--- config.mk ---
export PLATFORM = sky130hd
export DESIGN_NAME = soft_starter_control_io
export DESIGN_NICKNAME = d
export VERILOG_FILES = /design/src/design/softstart_pkg.sv /design/src/design/input_debounce.sv /design/src/design/fault_ack_latch.sv /design/src/design/soft_starter_control_io.sv
export VERILOG_INCLUDE_DIRS = /design/src /design/src/design
export SDC_FILE = /design/constraint.sdc
export NUM_CORES = 1
export LEC_CHECK = 0
export BUFFER_PORTS_ARGS = -buffer_cell sky130_fd_sc_hd__buf_2
export CORE_MARGIN = 2
export CORE_UTILIZATION = 45
export DETAILED_ROUTE_END_ITERATION = 10
export GPL_TIMING_DRIVEN = 0
export PLACE_DENSITY = 0.71
export SLEW_MARGIN = 20
export SYNTH_ARGS = -nofsm -noshare
export SYNTH_HDL_FRONTEND = slang
export SYNTH_HIERARCHICAL = 1
export SYNTH_SLANG_ARGS = --single-unit
--- constraint.sdc ---
create_clock -name i_clk -period 1.95 [get_ports i_clk]
set_clock_uncertainty 0.1 [all_clocks]
set_input_delay 0.2925 -clock i_clk [delete_from_list [all_inputs] [get_ports i_clk]]
set_output_delay 0.2925 -clock i_clk [all_outputs]
set_load 0.02 [all_outputs]
--- src/design/softstart_params.svh ---
// softstart_params.svh: offsets, fields, reset values and timing counts
// assumes one 125 MHz core clock and a plain strobe register port
// Operation
// RULE1: start input runs motor while supply valid
// RULE2: start removed with ramp-down time gives soft stop
// RULE3: echo contact follows start command by default
// RULE4: both buttons together select motor-controlled echo
// RULE5: motor-controlled echo closed in ramp, bypass, stop
// RULE6: startup-complete contact closes on ramp-up done
// RULE7: bypass contacts close with startup-complete contact
// RULE8: start removed opens bypass and startup-complete
// RULE9: group fault contact on supply loss or fault
// RULE10: setting and asymmetry faults need manual acknowledge
// RULE11: protection faults clear under every policy
// RULE12: supply voltage fault clears itself when gone
// RULE13: line faults not cleared by remote acknowledge
// RULE14: basic variant line faults self-clear, then restart
// RULE15: start removal acknowledges command-removal faults; code does so in the basic variant only
// RULE16: device fault cleared only by supply cycling
// RULE17: start and buttons synchronised and debounced
`ifndef SOFTSTART_PARAMS_SVH
`define SOFTSTART_PARAMS_SVH

// timing
`define SS_CLK_HZ 125000000
`define SS_DEBOUNCE_US 10000
`define SS_DEBOUNCE_CYC (`SS_DEBOUNCE_US * (`SS_CLK_HZ / 1000000))
`define SS_TICK_US 1000
`define SS_TICK_CYC (`SS_TICK_US * (`SS_CLK_HZ / 1000000))

// register word offsets
`define SS_ADDR_CTRL 8'h00
`define SS_ADDR_STATUS 8'h04
`define SS_ADDR_FAULT 8'h08
`define SS_ADDR_IRQ_STAT 8'h0C
`define SS_ADDR_IRQ_MASK 8'h10

// control fields
`define SS_CTRL_ECHO_RUN 0
`define SS_CTRL_BASIC 1
`define SS_CTRL_POLICY 2
`define SS_CTRL_RAMPDN 8
`define SS_CTRL_RESET 32'h0000_0000
`define SS_MASK_RESET 5'h00

// status fields
`define SS_STAT_STATE 0
`define SS_STAT_START 2
`define SS_STAT_SUPPLY 3
`define SS_STAT_BYPASS 4
`define SS_STAT_ECHO 5
`define SS_STAT_FAULT 6
`define SS_STAT_POLICY 8

// interrupt events
`define SS_NIRQ 5
`define SS_IRQ_START 0
`define SS_IRQ_BYPASS 1
`define SS_IRQ_STOPPED 2
`define SS_IRQ_FAULT 3
`define SS_IRQ_CLEARED 4

// fault classes: line, setting, asym, thy, byp, motor, therm, supply, device
`define SS_NFAULT 9
`define SS_CLR_MANUAL 9'h07F
`define SS_CLR_AUTO 9'h079
`define SS_CLR_REMOTE 9'h078
`define SS_CLR_SELF 9'h080
`define SS_CLR_BASIC_SELF 9'h001
`define SS_CLR_CMD 9'h010
`define SS_CLR_POWER 9'h100

`endif

--- src/design/softstart_pkg.sv ---
// softstart_pkg.sv: types shared by the soft starter control
// assumes nothing of its surroundings
`default_nettype none
package softstart_pkg;
  typedef enum logic [1:0] {
    ST_OFF = 2'b00,
    ST_RAMP = 2'b01,
    ST_BYPASS = 2'b11,
    ST_STOP = 2'b10
  } state_t;
  typedef enum logic [1:0] {
    POL_MANUAL = 2'b00,
    POL_AUTO = 2'b01,
    POL_REMOTE = 2'b10
  } policy_t;
endpackage
`default_nettype wire

--- src/design/input_debounce.sv ---
// input_debounce.sv: two-flop synchroniser and stability filter per bit
// assumes asynchronous pins and the core clock
`default_nettype none
module input_debounce #(
  parameter int WIDTH = 4,
  parameter int COUNT = 16
) (
  input wire logic i_clk,
  input wire logic i_reset_n,
  input wire logic [WIDTH-1:0] i_pin,
  output logic [WIDTH-1:0] o_level
);
  localparam int CW = $clog2(COUNT + 1);
  localparam logic [CW-1:0] LIMIT = CW'(COUNT);

  if (COUNT < 1 || WIDTH < 1) begin : g_bad
    $error("input_debounce: COUNT and WIDTH must be at least 1");
  end

  // one filter per bit; output moves only after COUNT stable samples
  for (genvar b = 0; b < WIDTH; b++) begin : g_bit
    logic meta_q;
    logic sync_q;
    logic level_q;
    logic [CW-1:0] cnt_q;
    always_ff @(posedge i_clk) begin
      if (!i_reset_n) begin
        meta_q <= 1'b0;
        sync_q <= 1'b0;
      end else begin
        meta_q <= i_pin[b];
        sync_q <= meta_q;
      end
    end
    always_ff @(posedge i_clk) begin
      if (!i_reset_n) begin
        cnt_q <= '0;
        level_q <= 1'b0;
      end else if (sync_q == level_q) begin
        cnt_q <= '0;
      end else if (cnt_q >= LIMIT - CW'(1)) begin
        cnt_q <= '0;
        level_q <= sync_q;
      end else begin
        cnt_q <= cnt_q + CW'(1);
      end
    end
    assign o_level[b] = level_q;
  end
endmodule
`default_nettype wire

--- src/design/fault_ack_latch.sv ---
// fault_ack_latch.sv: sticky fault per class with policy-dependent clearing
// assumes detect inputs and pulses on the core clock
`default_nettype none
`include "softstart_params.svh"
module fault_ack_latch
  import softstart_pkg::*;
#(
  parameter int N = `SS_NFAULT
) (
  input wire logic i_clk,
  input wire logic i_reset_n,
  input wire logic [N-1:0] i_detect,
  input wire policy_t i_policy,
  input wire logic i_manual_ack,
  input wire logic i_remote_ack,
  input wire logic i_cmd_removed,
  input wire logic i_basic,
  input wire logic i_supply_ok,
  output logic [N-1:0] o_fault
);
  localparam logic [N-1:0] MAN = N'(`SS_CLR_MANUAL);
  localparam logic [N-1:0] AUT = N'(`SS_CLR_AUTO);
  localparam logic [N-1:0] REM = N'(`SS_CLR_REMOTE);
  localparam logic [N-1:0] SLF = N'(`SS_CLR_SELF);
  localparam logic [N-1:0] BSL = N'(`SS_CLR_BASIC_SELF);
  localparam logic [N-1:0] CMD = N'(`SS_CLR_CMD);
  localparam logic [N-1:0] PWR = N'(`SS_CLR_POWER);

  if (N != `SS_NFAULT) begin : g_bad
    $error("fault_ack_latch: N must equal the number of fault classes");
  end

  // one latch per class; a detection in the clear cycle wins
  for (genvar k = 0; k < N; k++) begin : g_cls
    logic clr;
    assign clr = !i_detect[k] && (
      (i_policy == POL_MANUAL && i_manual_ack && MAN[k]) || // RULE10 RULE13
      (i_policy == POL_AUTO && AUT[k]) || // RULE11
      (i_policy == POL_REMOTE && i_remote_ack && REM[k]) || // RULE13
      SLF[k] || // RULE12
      (i_basic && BSL[k]) || // RULE14
      (i_basic && i_cmd_removed && CMD[k]) || // RULE15
      (!i_supply_ok && PWR[k])); // RULE16
    always_ff @(posedge i_clk) begin
      if (!i_reset_n) begin
        o_fault[k] <= 1'b0;
      end else if (i_detect[k]) begin
        o_fault[k] <= 1'b1;
      end else if (clr) begin
        o_fault[k] <= 1'b0;
      end
    end
  end
endmodule
`default_nettype wire

--- src/design/soft_starter_control_io.sv ---
// soft_starter_control_io.sv: start sequencing, output contacts, fault handling
// assumes pins are asynchronous; ramp-up done and fault detects are on i_clk
`default_nettype none
`include "softstart_params.svh"
module soft_starter_control_io
  import softstart_pkg::*;
#(
  parameter int DEBOUNCE_CYCLES = `SS_DEBOUNCE_CYC,
  parameter int TICK_CYCLES = `SS_TICK_CYC
) (
  input wire logic i_clk,
  input wire logic i_reset_n,
  input wire logic i_start_in,
  input wire logic i_ack_button,
  input wire logic i_policy_button,
  input wire logic i_supply_in,
  input wire logic i_remote_ack,
  input wire logic i_rampup_done,
  input wire logic [`SS_NFAULT-1:0] i_fault_detect,
  input wire logic [7:0] i_addr,
  input wire logic [31:0] i_wr_data,
  input wire logic i_wr_en,
  input wire logic i_rd_en,
  output logic [31:0] o_rd_data,
  output logic o_irq,
  output logic o_motor_enable,
  output logic o_soft_stop,
  output logic o_bypass_close,
  output logic o_startup_complete_contact,
  output logic o_start_echo_contact,
  output logic o_group_fault_contact
);
  localparam int TW = $clog2(TICK_CYCLES + 1);
  localparam logic [TW-1:0] TICK_LAST = TW'(TICK_CYCLES - 1);

  if (TICK_CYCLES < 1 || DEBOUNCE_CYCLES < 1) begin : g_bad
    $error("soft_starter_control_io: counts must be at least 1");
  end

  // debounced pin levels
  logic [3:0] pins_db;
  logic start_db;
  logic ack_db;
  logic pol_db;
  logic supply_ok;

  // previous levels for edge detection
  logic start_prev_q;
  logic btn_both_prev_q;
  logic ack_prev_q;
  logic pol_prev_q;
  logic start_rise;
  logic start_fall;
  logic both_rise;
  logic ack_press;
  logic pol_press;

  // control register fields
  logic echo_run_q;
  logic basic_q;
  policy_t policy_q;
  logic [7:0] rampdn_q;
  logic [`SS_NIRQ-1:0] irq_mask_q;
  logic [`SS_NIRQ-1:0] irq_stat_q;
  logic [`SS_NIRQ-1:0] irq_event;

  // sequencer
  state_t state_q;
  state_t state_d;
  logic [TW-1:0] tick_cnt_q;
  logic [7:0] stop_cnt_q;
  logic stop_done;
  logic [`SS_NFAULT-1:0] fault_q;
  logic [`SS_NFAULT-1:0] fault_prev_q;
  logic fault_any;
  logic bypass_q;
  logic echo_q;
  logic group_fault_q;
  logic [31:0] rd_data_q;

  // register decode
  logic wr_ctrl;
  logic wr_mask;
  logic rd_irq;

  // start, buttons and supply pass synchroniser and debounce filter
  input_debounce #(
    .WIDTH(4),
    .COUNT(DEBOUNCE_CYCLES)
  ) u_debounce (
    .i_clk(i_clk),
    .i_reset_n(i_reset_n),
    .i_pin({i_supply_in, i_policy_button, i_ack_button, i_start_in}), // RULE17
    .o_level(pins_db)
  );

  assign start_db = pins_db[0];
  assign ack_db = pins_db[1];
  assign pol_db = pins_db[2];
  assign supply_ok = pins_db[3];

  // edge detectors on filtered levels
  always_ff @(posedge i_clk) begin
    if (!i_reset_n) begin
      start_prev_q <= 1'b0;
      btn_both_prev_q <= 1'b0;
      ack_prev_q <= 1'b0;
      pol_prev_q <= 1'b0;
    end else begin
      start_prev_q <= start_db;
      btn_both_prev_q <= ack_db && pol_db;
      ack_prev_q <= ack_db;
      pol_prev_q <= pol_db;
    end
  end

  assign start_rise = start_db && !start_prev_q;
  assign start_fall = !start_db && start_prev_q;
  assign both_rise = ack_db && pol_db && !btn_both_prev_q;
  // a single button acts only while the other is released
  assign ack_press = ack_db && !ack_prev_q && !pol_db;
  assign pol_press = pol_db && !pol_prev_q && !ack_db;

  // fault classes and their acknowledge table
  fault_ack_latch #(
    .N(`SS_NFAULT)
  ) u_faults (
    .i_clk(i_clk),
    .i_reset_n(i_reset_n),
    .i_detect(i_fault_detect),
    .i_policy(policy_q),
    .i_manual_ack(ack_press),
    .i_remote_ack(i_remote_ack),
    .i_cmd_removed(start_fall), // RULE15
    .i_basic(basic_q),
    .i_supply_ok(supply_ok),
    .o_fault(fault_q)
  );

  assign fault_any = |fault_q;

  // register strobes
  assign wr_ctrl = i_wr_en && (i_addr == `SS_ADDR_CTRL);
  assign wr_mask = i_wr_en && (i_addr == `SS_ADDR_IRQ_MASK);
  assign rd_irq = i_rd_en && (i_addr == `SS_ADDR_IRQ_STAT);

  // echo mode: software write or both front buttons together
  always_ff @(posedge i_clk) begin
    if (!i_reset_n) begin
      echo_run_q <= 1'(`SS_CTRL_RESET >> `SS_CTRL_ECHO_RUN);
    end else if (both_rise) begin
      echo_run_q <= 1'b1; // RULE4
    end else if (wr_ctrl) begin
      echo_run_q <= i_wr_data[`SS_CTRL_ECHO_RUN];
    end
  end

  // acknowledge policy: policy button steps manual, auto, remote
  always_ff @(posedge i_clk) begin
    if (!i_reset_n) begin
      policy_q <= POL_MANUAL;
    end else if (pol_press) begin
      case (policy_q)
        POL_MANUAL: policy_q <= POL_AUTO;
        POL_AUTO: policy_q <= POL_REMOTE;
        default: policy_q <= POL_MANUAL;
      endcase
    end else if (wr_ctrl) begin
      case (i_wr_data[`SS_CTRL_POLICY +: 2])
        2'h1: policy_q <= POL_AUTO;
        2'h2: policy_q <= POL_REMOTE;
        default: policy_q <= POL_MANUAL;
      endcase
    end
  end

  // variant strap and ramp-down time
  always_ff @(posedge i_clk) begin
    if (!i_reset_n) begin
      basic_q <= 1'b0;
      rampdn_q <= 8'h00;
    end else if (wr_ctrl) begin
      basic_q <= i_wr_data[`SS_CTRL_BASIC];
      rampdn_q <= i_wr_data[`SS_CTRL_RAMPDN +: 8];
    end
  end

  // interrupt mask
  always_ff @(posedge i_clk) begin
    if (!i_reset_n) begin
      irq_mask_q <= `SS_MASK_RESET;
    end else if (wr_mask) begin
      irq_mask_q <= i_wr_data[`SS_NIRQ-1:0];
    end
  end

  // soft-stop timer: prescaled ticks counted against the ramp-down time
  always_ff @(posedge i_clk) begin
    if (!i_reset_n) begin
      tick_cnt_q <= '0;
      stop_cnt_q <= 8'h00;
    end else if (state_q != ST_STOP) begin
      tick_cnt_q <= '0;
      stop_cnt_q <= 8'h00;
    end else if (tick_cnt_q == TICK_LAST) begin
      tick_cnt_q <= '0;
      stop_cnt_q <= stop_cnt_q + 8'h01;
    end else begin
      tick_cnt_q <= tick_cnt_q + TW'(1);
    end
  end

  assign stop_done = (stop_cnt_q >= rampdn_q);

  // sequencer next state
  always_comb begin
    state_d = state_q;
    case (state_q)
      ST_OFF: begin
        // restart also follows a cleared fault while start is held
        if (supply_ok && start_db && !fault_any) begin
          state_d = ST_RAMP; // RULE1 RULE14
        end
      end
      ST_RAMP: begin
        if (!start_db) begin
          state_d = (rampdn_q != 8'h00) ? ST_STOP : ST_OFF; // RULE2
        end else if (i_rampup_done) begin
          state_d = ST_BYPASS; // RULE6
        end
      end
      ST_BYPASS: begin
        if (!start_db) begin
          state_d = (rampdn_q != 8'h00) ? ST_STOP : ST_OFF; // RULE2 RULE8
        end
      end
      ST_STOP: begin
        if (start_db) begin
          state_d = ST_RAMP; // RULE1
        end else if (stop_done) begin
          state_d = ST_OFF;
        end
      end
      default: state_d = ST_OFF;
    endcase
    // supply loss or any fault stops the motor at once
    if (!supply_ok || fault_any) begin
      state_d = ST_OFF; // RULE1
    end
  end

  // sequencer state
  always_ff @(posedge i_clk) begin
    if (!i_reset_n) begin
      state_q <= ST_OFF;
    end else begin
      state_q <= state_d;
    end
  end

  // bypass and startup-complete contact share one flop
  always_ff @(posedge i_clk) begin
    if (!i_reset_n) begin
      bypass_q <= 1'b0;
    end else begin
      bypass_q <= (state_d == ST_BYPASS); // RULE6 RULE7 RULE8
    end
  end

  // start-echo contact: command echo or motor-controlled
  always_ff @(posedge i_clk) begin
    if (!i_reset_n) begin
      echo_q <= 1'b0;
    end else if (echo_run_q) begin
      echo_q <= (state_d != ST_OFF); // RULE5
    end else begin
      echo_q <= start_db && supply_ok; // RULE3
    end
  end

  // group fault: fault position while supply missing or any fault held
  always_ff @(posedge i_clk) begin
    if (!i_reset_n) begin
      group_fault_q <= 1'b1;
    end else begin
      group_fault_q <= !supply_ok || fault_any; // RULE9
    end
  end

  // fault history for raise and clear events
  always_ff @(posedge i_clk) begin
    if (!i_reset_n) begin
      fault_prev_q <= '0;
    end else begin
      fault_prev_q <= fault_q;
    end
  end

  // events feeding the sticky status
  always_comb begin
    irq_event = '0;
    irq_event[`SS_IRQ_START] = start_rise;
    irq_event[`SS_IRQ_BYPASS] = (state_d == ST_BYPASS) && (state_q != ST_BYPASS);
    irq_event[`SS_IRQ_STOPPED] = (state_d == ST_OFF) && (state_q != ST_OFF);
    irq_event[`SS_IRQ_FAULT] = |(fault_q & ~fault_prev_q);
    irq_event[`SS_IRQ_CLEARED] = |(~fault_q & fault_prev_q);
  end

  // sticky status, cleared by its read; a new event wins over the clear
  always_ff @(posedge i_clk) begin
    if (!i_reset_n) begin
      irq_stat_q <= '0;
    end else if (rd_irq) begin
      irq_stat_q <= irq_event;
    end else begin
      irq_stat_q <= irq_stat_q | irq_event;
    end
  end

  // read data stand only in the cycle after the read strobe
  always_ff @(posedge i_clk) begin
    if (!i_reset_n) begin
      rd_data_q <= 32'h0000_0000;
    end else if (!i_rd_en) begin
      rd_data_q <= 32'h0000_0000;
    end else begin
      rd_data_q <= 32'h0000_0000;
      case (i_addr)
        `SS_ADDR_CTRL: begin
          rd_data_q[`SS_CTRL_ECHO_RUN] <= echo_run_q;
          rd_data_q[`SS_CTRL_BASIC] <= basic_q;
          rd_data_q[`SS_CTRL_POLICY +: 2] <= policy_q;
          rd_data_q[`SS_CTRL_RAMPDN +: 8] <= rampdn_q;
        end
        `SS_ADDR_STATUS: begin
          rd_data_q[`SS_STAT_STATE +: 2] <= state_q;
          rd_data_q[`SS_STAT_START] <= start_db;
          rd_data_q[`SS_STAT_SUPPLY] <= supply_ok;
          rd_data_q[`SS_STAT_BYPASS] <= bypass_q;
          rd_data_q[`SS_STAT_ECHO] <= echo_q;
          rd_data_q[`SS_STAT_FAULT] <= fault_any;
          rd_data_q[`SS_STAT_POLICY +: 2] <= policy_q;
        end
        `SS_ADDR_FAULT: rd_data_q[`SS_NFAULT-1:0] <= fault_q;
        `SS_ADDR_IRQ_STAT: rd_data_q[`SS_NIRQ-1:0] <= irq_stat_q;
        `SS_ADDR_IRQ_MASK: rd_data_q[`SS_NIRQ-1:0] <= irq_mask_q;
        default: rd_data_q <= 32'h0000_0000; // unmapped reads zero
      endcase
    end
  end

  // outputs
  assign o_rd_data = rd_data_q;
  assign o_irq = |(irq_stat_q & irq_mask_q);
  assign o_motor_enable = (state_q != ST_OFF);
  assign o_soft_stop = (state_q == ST_STOP);
  assign o_bypass_close = bypass_q;
  assign o_startup_complete_contact = bypass_q;
  assign o_start_echo_contact = echo_q;
  assign o_group_fault_contact = group_fault_q;
endmodule
`default_nettype wire

---- Word-level counts from Yosys, hierarchy flattened ----
Cells that the tools add are included.
storage, ports and cells
  bits in registers ....................... 202
  bits in latches ......................... 0
  memory bits (writable) .................. 0
  memory bits (read-only) ................. 0
  logic and storage cells ................. 208
  memories ................................ 0
operators by class
  $add $sub $neg .......................... 6
  multipliers ............................. 0
  divide/modulo/power cells ............... 0
  magnitude comparators ................... 5
  equality and inequality tests ........... 19
  shifts and indexed selects .............. 0
  mux-type cells .......................... 39
  bitwise logic cells ..................... 11
  reduce and logical (&&, ||, !) cells .... 82
operators by type and width
  operator                                       number
  adder 21 x 1 -> 21 bit, second input constant  4
  >= comparator 21 bit, second input constant    4
  OR reduction 9 bit                             3
  logical AND 1 bit                              26
  nonzero test 2 bit                             12
  two-way mux 1 bit                              20
  two-way mux 2 bit                              10
  one-hot mux 4 bit (5 select lines)             1
  bitwise AND 9 bit                              2
  NOT 9 bit                                      2
  adder 17 x 1 -> 17 bit, second input constant  1
  == test 17 bit, second input constant          1
  zero test 1 bit                                17
  == test 8 x 4 -> 1 bit, second input constant  2
  OR reduction 3 bit                             5
  one-hot mux 2 bit (2 select lines)             3
  == test 2 bit, second input constant           5
  AND reduction 2 bit                            5
  adder 8 x 1 -> 8 bit, second input constant    1
  == test 8 x 3 -> 1 bit, second input constant  1
  == test 8 x 5 -> 1 bit, second input constant  1
  >= comparator 8 bit                            1
  zero test 8 bit                                1
  one-hot mux 2 bit (4 select lines)             1
  16 further kinds                               33

---- Logic depth before layout (Yosys ltp) ----
Gate-level depths: netlist of the first run.
  word-level depth ........................ 10
  mapped depth ............................ 7
  depth with buffers taken out ............ 7

---- Hierarchy ----
The synthesis of the first run kept the hierarchy.
by module, submodules not included
  module                   instances  cells each  area an instance (um^2)
  input_debounce           1          481         4,240.3
  soft_starter_control_io  1          407         3,752.3
  fault_ack_latch          1          30          331.6

---- Worst setup path before layout of the first run ----
OpenSTA, ideal clock, no wires.
  kind .................................... flip-flop to flip-flop
  from .................................... register u_debounce.g_bit[0].cnt_q[0]
  to ...................................... register u_debounce.g_bit[0].cnt_q[10]
  setup time .............................. 0.065 ns
  arrival ................................. 1.869 ns
  required time ........................... 1.785 ns
  slack ................................... -0.084 ns
  stages on the path, launching flop included .. 8
  period minus slack after synthesis ...... 2.034 ns
  path through ............................ dfxtp_1 -> ha_1 -> a21o_1 -> a211o_1 -> a221oi_1 -> o211ai_1 -> clkbuf_1 -> nor2_1
between the ends
  word-level cells in the longest chain between the ends .. 2
ends and longest elaborated chain
  element                       RTL line              text
  start: declaration            input_debounce.sv:25  logic [CW-1:0] cnt_q;
  start signal: assignment      input_debounce.sv:45  cnt_q <= cnt_q + CW'(1);
  >= comparator 21 bit          input_debounce.sv:41  end else if (cnt_q >= LIMIT - CW'(1)) begin
  OR reduction 3 bit (no line)  -
Parallel ways exist; a longest one is shown, timed or not.
A chain may end at the register's enable or synchronous reset.

---- Final worst setup path of the first run ----
  from .................................... register u_debounce.g_bit[0].cnt_q[0]
  to ...................................... register u_debounce.g_bit[0].cnt_q[7]
Same word-level chain as after synthesis.

==> results.md, run 1 <==
* Status: complete, but fails checks
* Violations in the final reports: design-rule violations, negative setup slack
* Vias at 6747
* HPWL Detailed at 12020 microns
* Critical Path RT at 2.22 ns
* Slew margin rel. at 57.91%
* Overall Global Routing Usage at 17.94%
* DR DRC count at 9
* RSZ-0062 raised after global routing: true
* Core Area at 18090 sq um
* Yosys top cell area share at 44.73%
* CP max-delay cell: dfxtp_4
* Synthesized-area fraction occupied by adder cells at 2.104%
* Area contributors post-synth: dfxtp_1 45%, xor2_1 6.4%, nor2_1 5.0%
* Final Power at 7.458 mW
* Chip width at 140.0 microns
* Post-Route WL at 17610 microns
* Startpoint Class: flip-flop
* DRT Pass-1 Iters at 8
* Gpl congestion at 0.8259
* Setup_tns at -4.516 ns
* Peak Freq at 483.7 MHz
* CTS Root Cell: clkbuf_16
* Critical Path Start: u_debounce/g_bit[0].cnt_q[0]
* Finished Layout Cells at 1273
* H-tree levels at 4
* Post-route cell area at 10100 sq um
* Total die area at 19600 sq um
* CTS clock-pin slew for the worst setup and hold paths at 0.07 ns
* Asr flop ratio synth at 0%
* Ports at 98
* Hold WC Path Type: primary input to flip-flop
* Synth Area per Inst at 9.068 sq um
* Crit. End Element: flip-flop
* Most common cell in the synthesized netlist: dfxtp_1
* Compound-Gate Fraction of Synth Area at 8.252%
* Maximum number of pins on one net before global-route repair at 17
* Worst-margin pin slew at 0.6261 ns
* Slew Limit Fails at 0
* CTS tree: done
* Worst Setup Path Type: flip-flop to flip-flop
* Finished Core Util at 55.84%
* First-pass GRT wire length at 29120 microns
* Yosys warnings at 6
* RR Startpoint: u_debounce/g_bit[0].cnt_q[0]
* Xor/xnor cell area share of the yosys netlist at 9.785%
* Placed instance count at 1222
* Area growth, synth to finish at 21.31%
* Register area at 3741 sq um
* DR iter-0 viols at 491
* Layout fillers at 1596
* Die height at 140.0 microns
* Proportion of synthesized area in mux cells at 3.502%
* R2R depth at 7
* Synthesized cell area at 8324 sq um
* WL/cell at 13.84 microns
* Vias in the first global route at 6242
* Row count at 49
* WP buf/inv at 1
* CTS Sinks at 186
* R2R setup slack at -0.12 ns
* Worst-path maximum fanout at 5
* Final hold vios at 0
* Buffers on Ports at 60
* Share of cells above drive strength 1 at 21.55%
* Reg2Reg Capture Point: u_debounce/g_bit[0].cnt_q[7]
* Register bit count reported by yosys at 186
* Cells after Synth at 918
* Crit-path cells: ha_4, a21o_1, a211o_1, a221oi_4, o211ai_1, clkbuf_8, nor2_1
* Routed vias/inst at 5.300
* Clk buf depth at 2
* Leakage at 3.846 nW
* CP arrival at 2.34 ns
* Multi-input logic area at 4549 sq um
* Final Worst Setup Slack at -0.1172 ns
* VDD IR max at 454.5 uV
* Commonest cells post-synth: 186 x dfxtp_1, 111 x nor2_1, 64 x nand2_1
* Critical Path Sink: u_debounce/g_bit[0].cnt_q[7]
* Area leader, netlist: dfxtp_1
* Sequential share of the synthesized area at 44.73%
* Critical Path Stages at 7
* N_diodes at 0
* Final worst path period share at 106.0%
* Ys flop type: dfxtp_1
* Number of flops mapped to enable cells by yosys at 0
* Tmin final at 2.067 ns
* Synth Area in Simple Gates at 26.74%
* Pwr Density at 738.5 nW/um^2
* CTS Buf Count at 17
* Number of distinct library cells after synthesis at 72
* Final ANT Viol Nets at 0
* Initial antenna violation count at 0
* Worst stage delay on the critical path at 0.36 ns
* CP top delay family: compound AO/OA/AOI/OAI gates
* Initial core utilization at 46.03%
* Global route overflow at 0
* Later-pin clock latency in the skew report at 0.43 ns
* Dpl cell area at 8976 sq um
* MaxCap Viol Count at 0
* Final setup violation count at 61
* Largest family of logic cells by synthesized area: simple AND/OR/NAND/NOR gates
* Nets at 1104
worst min path at each step:
stage,startpoint,cells after the start,endpoint,slack [ns]
after floorplan,u_debounce/g_bit[0].meta_q,1,u_debounce/g_bit[0].sync_q,0.31
after global placement,u_debounce/g_bit[2].meta_q,1,u_debounce/g_bit[2].sync_q,0.31
after detailed placement,u_debounce/g_bit[2].meta_q,1,u_debounce/g_bit[2].sync_q,0.32
after CTS,i_fault_detect[0],3,u_faults/o_fault[0],0.007
after global routing,i_wr_data[13],3,rampdn_q[5],0.007
final,i_wr_data[14],3,rampdn_q[6],0.03
cell type report:
| class | instances | area share, % |
|---|---|---|
| inverters | 26 | 0.9664 |
| multi-input cells | 667 | 45.05 |
| clock inverters | 8 | 0.6691 |
| well taps | 229 | 2.837 |
| clock buffers | 24 | 4.869 |
| plain buffers | 50 | 3.382 |
| repair buffers | 83 | 5.179 |
| flip-flops and latches | 186 | 37.05 |
repair_timing:
| item | CTS | global route |
|---|---|---|
| hold endpoints to repair | 10 | 0 |
| setup buffers | 8 | 1 |
| hold buffers | 10 | 0 |
| cloned | 3 | 1 |
| pin swaps | 26 | 21 |
| resized for setup | 32 | 77 |
| endpoints found under the setup margin | 95 | 102 |
layer usage:
metal	GRT usage (%)	wire length [microns]	part of all wire (%)	vias to the layer above
met5	0	0	0	-
met4	6.326	283	1.6	0
met3	3.726	708	4.0	27
met2	29.74	8458	48	142
met1	23.33	8163	46	3183
li1	-	-	-	3395
cells by family after synthesis:
family,after synthesis
buf+inv,80
xor+xnor,93
compound gates,97
simple gates,423
other cells,1
mux,24
fa+ha+maj,14
flops,186
stage by stage:
step                      hold WS, ns  worst slack [ns]
after CTS                    0.006897          -0.09031
final                         0.02867           -0.1172
after detailed placement       0.3230           -0.2912
after floorplan                0.3119           0.01588
after global placement         0.3140           -0.3032
after global routing         0.007163           -0.1918
cells in the final DEF (no fill, tap or decap), types with 4 or more instances in the layout:
cell type and instances:
o211ai_1 5, nor2_4 14, nor2_1 82, and3_1 17, conb_1 16, buf_8 4, clkinv_2 6, xnor2_1 32
or3_1 6, o31a_1 4, mux4_2 4, nand4_1 25, buf_2 65, nor4b_1 5, and4_1 11, clkbuf_8 5
a211oi_2 4, a21oi_1 20, a31oi_1 6, nor2b_1 28, nand2_1 64, a211o_1 5, buf_4 33, ha_1 10
inv_1 26, o21ai_0 10, dfxtp_1 174, dlygate4sd3_1 10, and2_1 33, clkbuf_16 18, nand3_1 44, clkbuf_1 17
xor2_1 61, mux2i_1 19, nand2b_1 5, nor4_1 5, nor2_2 18, dfxtp_2 11, a22oi_1 4, nor3_1 38
state kept, by name, indices dropped and copies added, names as in the netlist, 2 cells and up:
signal,count
rampdn_q,8
tick_cnt_q,17
irq_mask_q,5
u_debounce/g_bit.sync_q,4
u_debounce/g_bit.level_q,4
u_faults/o_fault,9
policy_q,2
stop_cnt_q,8
o_rd_data,16
irq_stat_q,5
state_q,2
u_debounce/g_bit.meta_q,4
u_debounce/g_bit.cnt_q,84
fault_prev_q,9
worst register-to-register path, stage by stage (launching register included):
cell and delay [ns]:
dfxtp_4 0.36, ha_4 0.15, a21o_1 0.15, a211o_1 0.28, a221oi_4 0.33, o211ai_1 0.28, clkbuf_8 0.28, nor2_1 0.08
power breakdown:
part           leakage, nW  switching [mW]  internal [mW]
clock                0.280            1.38           1.88
combinational         2.05           0.160          0.153
sequential            1.51          0.0429           3.84
total                 3.85            1.58           5.87
Note: power is estimated with default switching activity, not from simulation.
==> inputs of run 2 (changes only) <==
- PLACE_DENSITY: 0.71 -> 0.76
- REMOVE_ABC_BUFFERS: default -> 1
==> results.md, run 2 (synthesis results as in run 1) <==
* Status: complete, but fails checks
* Violations in the final reports: design-rule violations, negative setup slack
* Slew margin rel. at 53.24% (-4.7 points)
* Crit. End Element: flip-flop
* Hold Crit Depth at 3 (unchanged)
* CTS Sinks at 186 (unchanged)
* Crit-path cells: a211oi_4, and2b_2, a221o_1, or3b_4, nor2_1
* Final setup violation count at 38 (-38%)
* Most flops, register: u_debounce/g_bit.cnt_q
* RR Startpoint: u_debounce/g_bit[3].cnt_q[16]
* CTS clock-pin slew for the worst setup and hold paths at 0.07 ns (about the same)
* Vias in the first global route at 6279 (+0.59%)
* Clock power frac at 46.7% (+2.9 points)
* WP buf/inv at 0 (-1)
* Initial antenna violation count at 0 (unchanged)
* Chip width at 140.0 microns (unchanged)
* N_diodes at 0 (unchanged)
* Final Power at 7.784 mW (+4.4%)
* Later-pin clock latency in the skew report at 0.43 ns (about the same)
* Area growth, synth to finish at 21.25% (about the same)
* CP max-delay cell: or3b_4
* Startpoint Class: flip-flop
* Global route overflow at 0 (unchanged)
* Post-Route WL at 17970 microns (+2.0%)
* VDD IR max at 442.2 uV (-2.7%)
* Psw at 1.675 mW (+5.7%)
* Gpl congestion at 0.8404 (+1.8%)
* Core Area at 18090 sq um (unchanged)
* Nets at 1081 (-2.1%)
* Clk buf depth at 2 (unchanged)
* RSZ-0062 raised after global routing: true
* Tmin final at 2.045 ns (-0.02207 ns)
* Finished Layout Cells at 1250 (-1.8%)
* Pint at 6.109 mW (+4.0%)
* Share of cells above drive strength 1 at 22.62% (+1.1 points)
* Most frequent cells in the layout: 169 x dfxtp_1, 79 x nor2_1, 64 x nand2_1, 61 x xor2_1, 61 x buf_2
* Largest register FFs at 84 (unchanged)
* Slew Limit Fails at 0 (unchanged)
* Hold WC Path Type: primary input to flip-flop
* Row count at 49 (unchanged)
* Buffers on Ports at 62 (+3.3%)
* H-tree levels at 4 (unchanged)
* Final worst path period share at 104.9% (-1.1 points)
* Placed instance count at 1175 (-3.8%)
* Met3 wire len at 884 microns (+25%)
* CP arrival at 2.31 ns (-0.03 ns)
* Worst stage delay on the critical path at 0.49 ns (+0.13 ns)
* Worst-path maximum fanout at 6 (+1)
* DR iter-0 viols at 478 (-2.6%)
* Overall Global Routing Usage at 18.24% (+0.31 points)
* Leakage at 3.797 nW (-1.3%)
* Final Worst Setup Slack at -0.09518 ns (+0.02207 ns)
* Total die area at 19600 sq um (unchanged)
* Pwr Density at 771.2 nW/um^2 (+4.4%)
* Worst-margin pin slew at 0.6997 ns (+0.07356 ns)
* Worst Setup Path Type: flip-flop to flip-flop
* Critical Path Start: u_debounce/g_bit[3].cnt_q[16]
* Met1 WL at 8293 microns (+1.6%)
* Metal2 WL at 8537 microns (+0.93%)
* CTS Root Cell: clkbuf_16
* Final ANT Viol Nets at 0 (unchanged)
* WL/cell at 14.38 microns (+3.9%)
* Initial core utilization at 46.03% (unchanged)
* Vias at 6711 (-0.53%)
* Reg2Reg Capture Point: u_debounce/g_bit[3].cnt_q[17]
* Seq pwr share at 49.7% (-2.3 points)
* Critical Path Stages at 5 (-2)
* Top sig layer: met4
* Final hold vios at 0 (unchanged)
* R2R setup slack at -0.1 ns (+0.02 ns)
* DR DRC count at 11 (+2)
* First-pass GRT wire length at 29610 microns (+1.7%)
* DRT Pass-1 Iters at 10 (+2)
* MaxCap Viol Count at 0 (unchanged)
* Critical Path Sink: u_debounce/g_bit[3].cnt_q[17]
* Critical Path RT at 2.21 ns (about the same)
* Switching share of power at 21.52% (+0.28 points)
* HPWL Detailed at 11400 microns (-5.2%)
* CTS Buf Count at 17 (unchanged)
* Most common cell after layout, fill and taps aside: dfxtp_1
* Setup_tns at -1.893 ns (+2.623 ns)
* Routed vias/inst at 5.369 (+1.3%)
* Logic pwr share at 3.6% (-0.6 points)
* Die height at 140.0 microns (unchanged)
* Ports at 98 (unchanged)
* CTS tree: done
* R2R depth at 5 (-2)
* CP top delay family: simple AND/OR/NAND/NOR gates
* Maximum number of pins on one net before global-route repair at 76 (+59)
* Peak Freq at 489.0 MHz (+1.1%)
run 2: cell count changes in the layout (fill, tap and decap cells not counted), sizes merged:
cell	change
buf	-7
inv	+3
bufinv	+3
clkinv	-2
clkinvlp	+2
clkbuf	-25
or3b	+3
run 2: power groups by stage:
stage / Combinational [mW] / Clock (mW) / Sequential [mW]
floorplan: 0.137 / 0 / 3.95
global placement: 0.232 / 0 / 3.96
detailed placement: 0.238 / 0 / 3.96
CTS: 0.272 / 3.69 / 3.87
global route: 0.308 / 3.85 / 3.87
finish: 0.279 / 3.63 / 3.87
run 2: tightest hold or removal path, delay by kind of cell:
kind	cells	cell delay, ns
buf+inv	1	0.09
compound gates	1	0.03
simple gates	1	0.09
run 2: what timing repair did:
item,4_1_cts,5_1_grt
hold buffers,10,0
gates cloned,5,0
pin swaps,47,28
buffers inserted,21,9
endpoints found under the hold margin,10,0
resized for setup,47,66
setup endpoints to repair,120,101
run 2: cell type report:
| class | count | area (sq um) |
|---|---|---|
| Fill cell | 1539 | 7993 |
| Multi-Input combinational cell | 670 | 4622 |
| Sequential cell | 186 | 3760 |
| Timing Repair Buffer | 107 | 705.7 |
| Clock buffer | 18 | 429.2 |
| Tap cell | 229 | 286.5 |
| Clock inverter | 14 | 192.7 |
| Inverter | 26 | 97.59 |
run 2: metal layers:
metal / track usage, % / vias to the layer above
li1: - / 3342
met3: 3.726 / 28
met5: 0 / -
met4: 5.635 / 0
met1: 24.37 / 3175
met2: 29.89 / 166
run 2: per-stage QoR:
| stage | utilization, % | worst slack, ns | hold slack [ns] | area, sq um |
|---|---|---|---|---|
| after CTS | 54.13 | -0.05406 | 0.0003179 | 9789 |
| after global placement | 47.95 | -0.8976 | 0.3144 | 8672 |
| after global routing | 55.81 | -0.1679 | 0.01973 | 10090 |
| final | 55.81 | -0.09518 | 0.01104 | 10090 |
| after floorplan | - | -0.3437 | 0.2544 | 8075 |
| after detailed placement | 48.20 | -0.6604 | 0.3225 | 8717 |
run 2: worst min path at each step:
stage                          startpoint                          to  slack, ns
6_report                i_fault_detect[2]         u_faults/o_fault[2]       0.01
5_1_grt                   i_policy_button  u_debounce/g_bit[2].meta_q       0.02
4_1_cts                 i_fault_detect[1]         u_faults/o_fault[1]     0.0003
3_5_place_dp   u_debounce/g_bit[0].meta_q  u_debounce/g_bit[0].sync_q       0.32
3_3_place_gp   u_debounce/g_bit[1].meta_q  u_debounce/g_bit[1].sync_q       0.31
2_1_floorplan                   i_reset_n       o_group_fault_contact       0.25
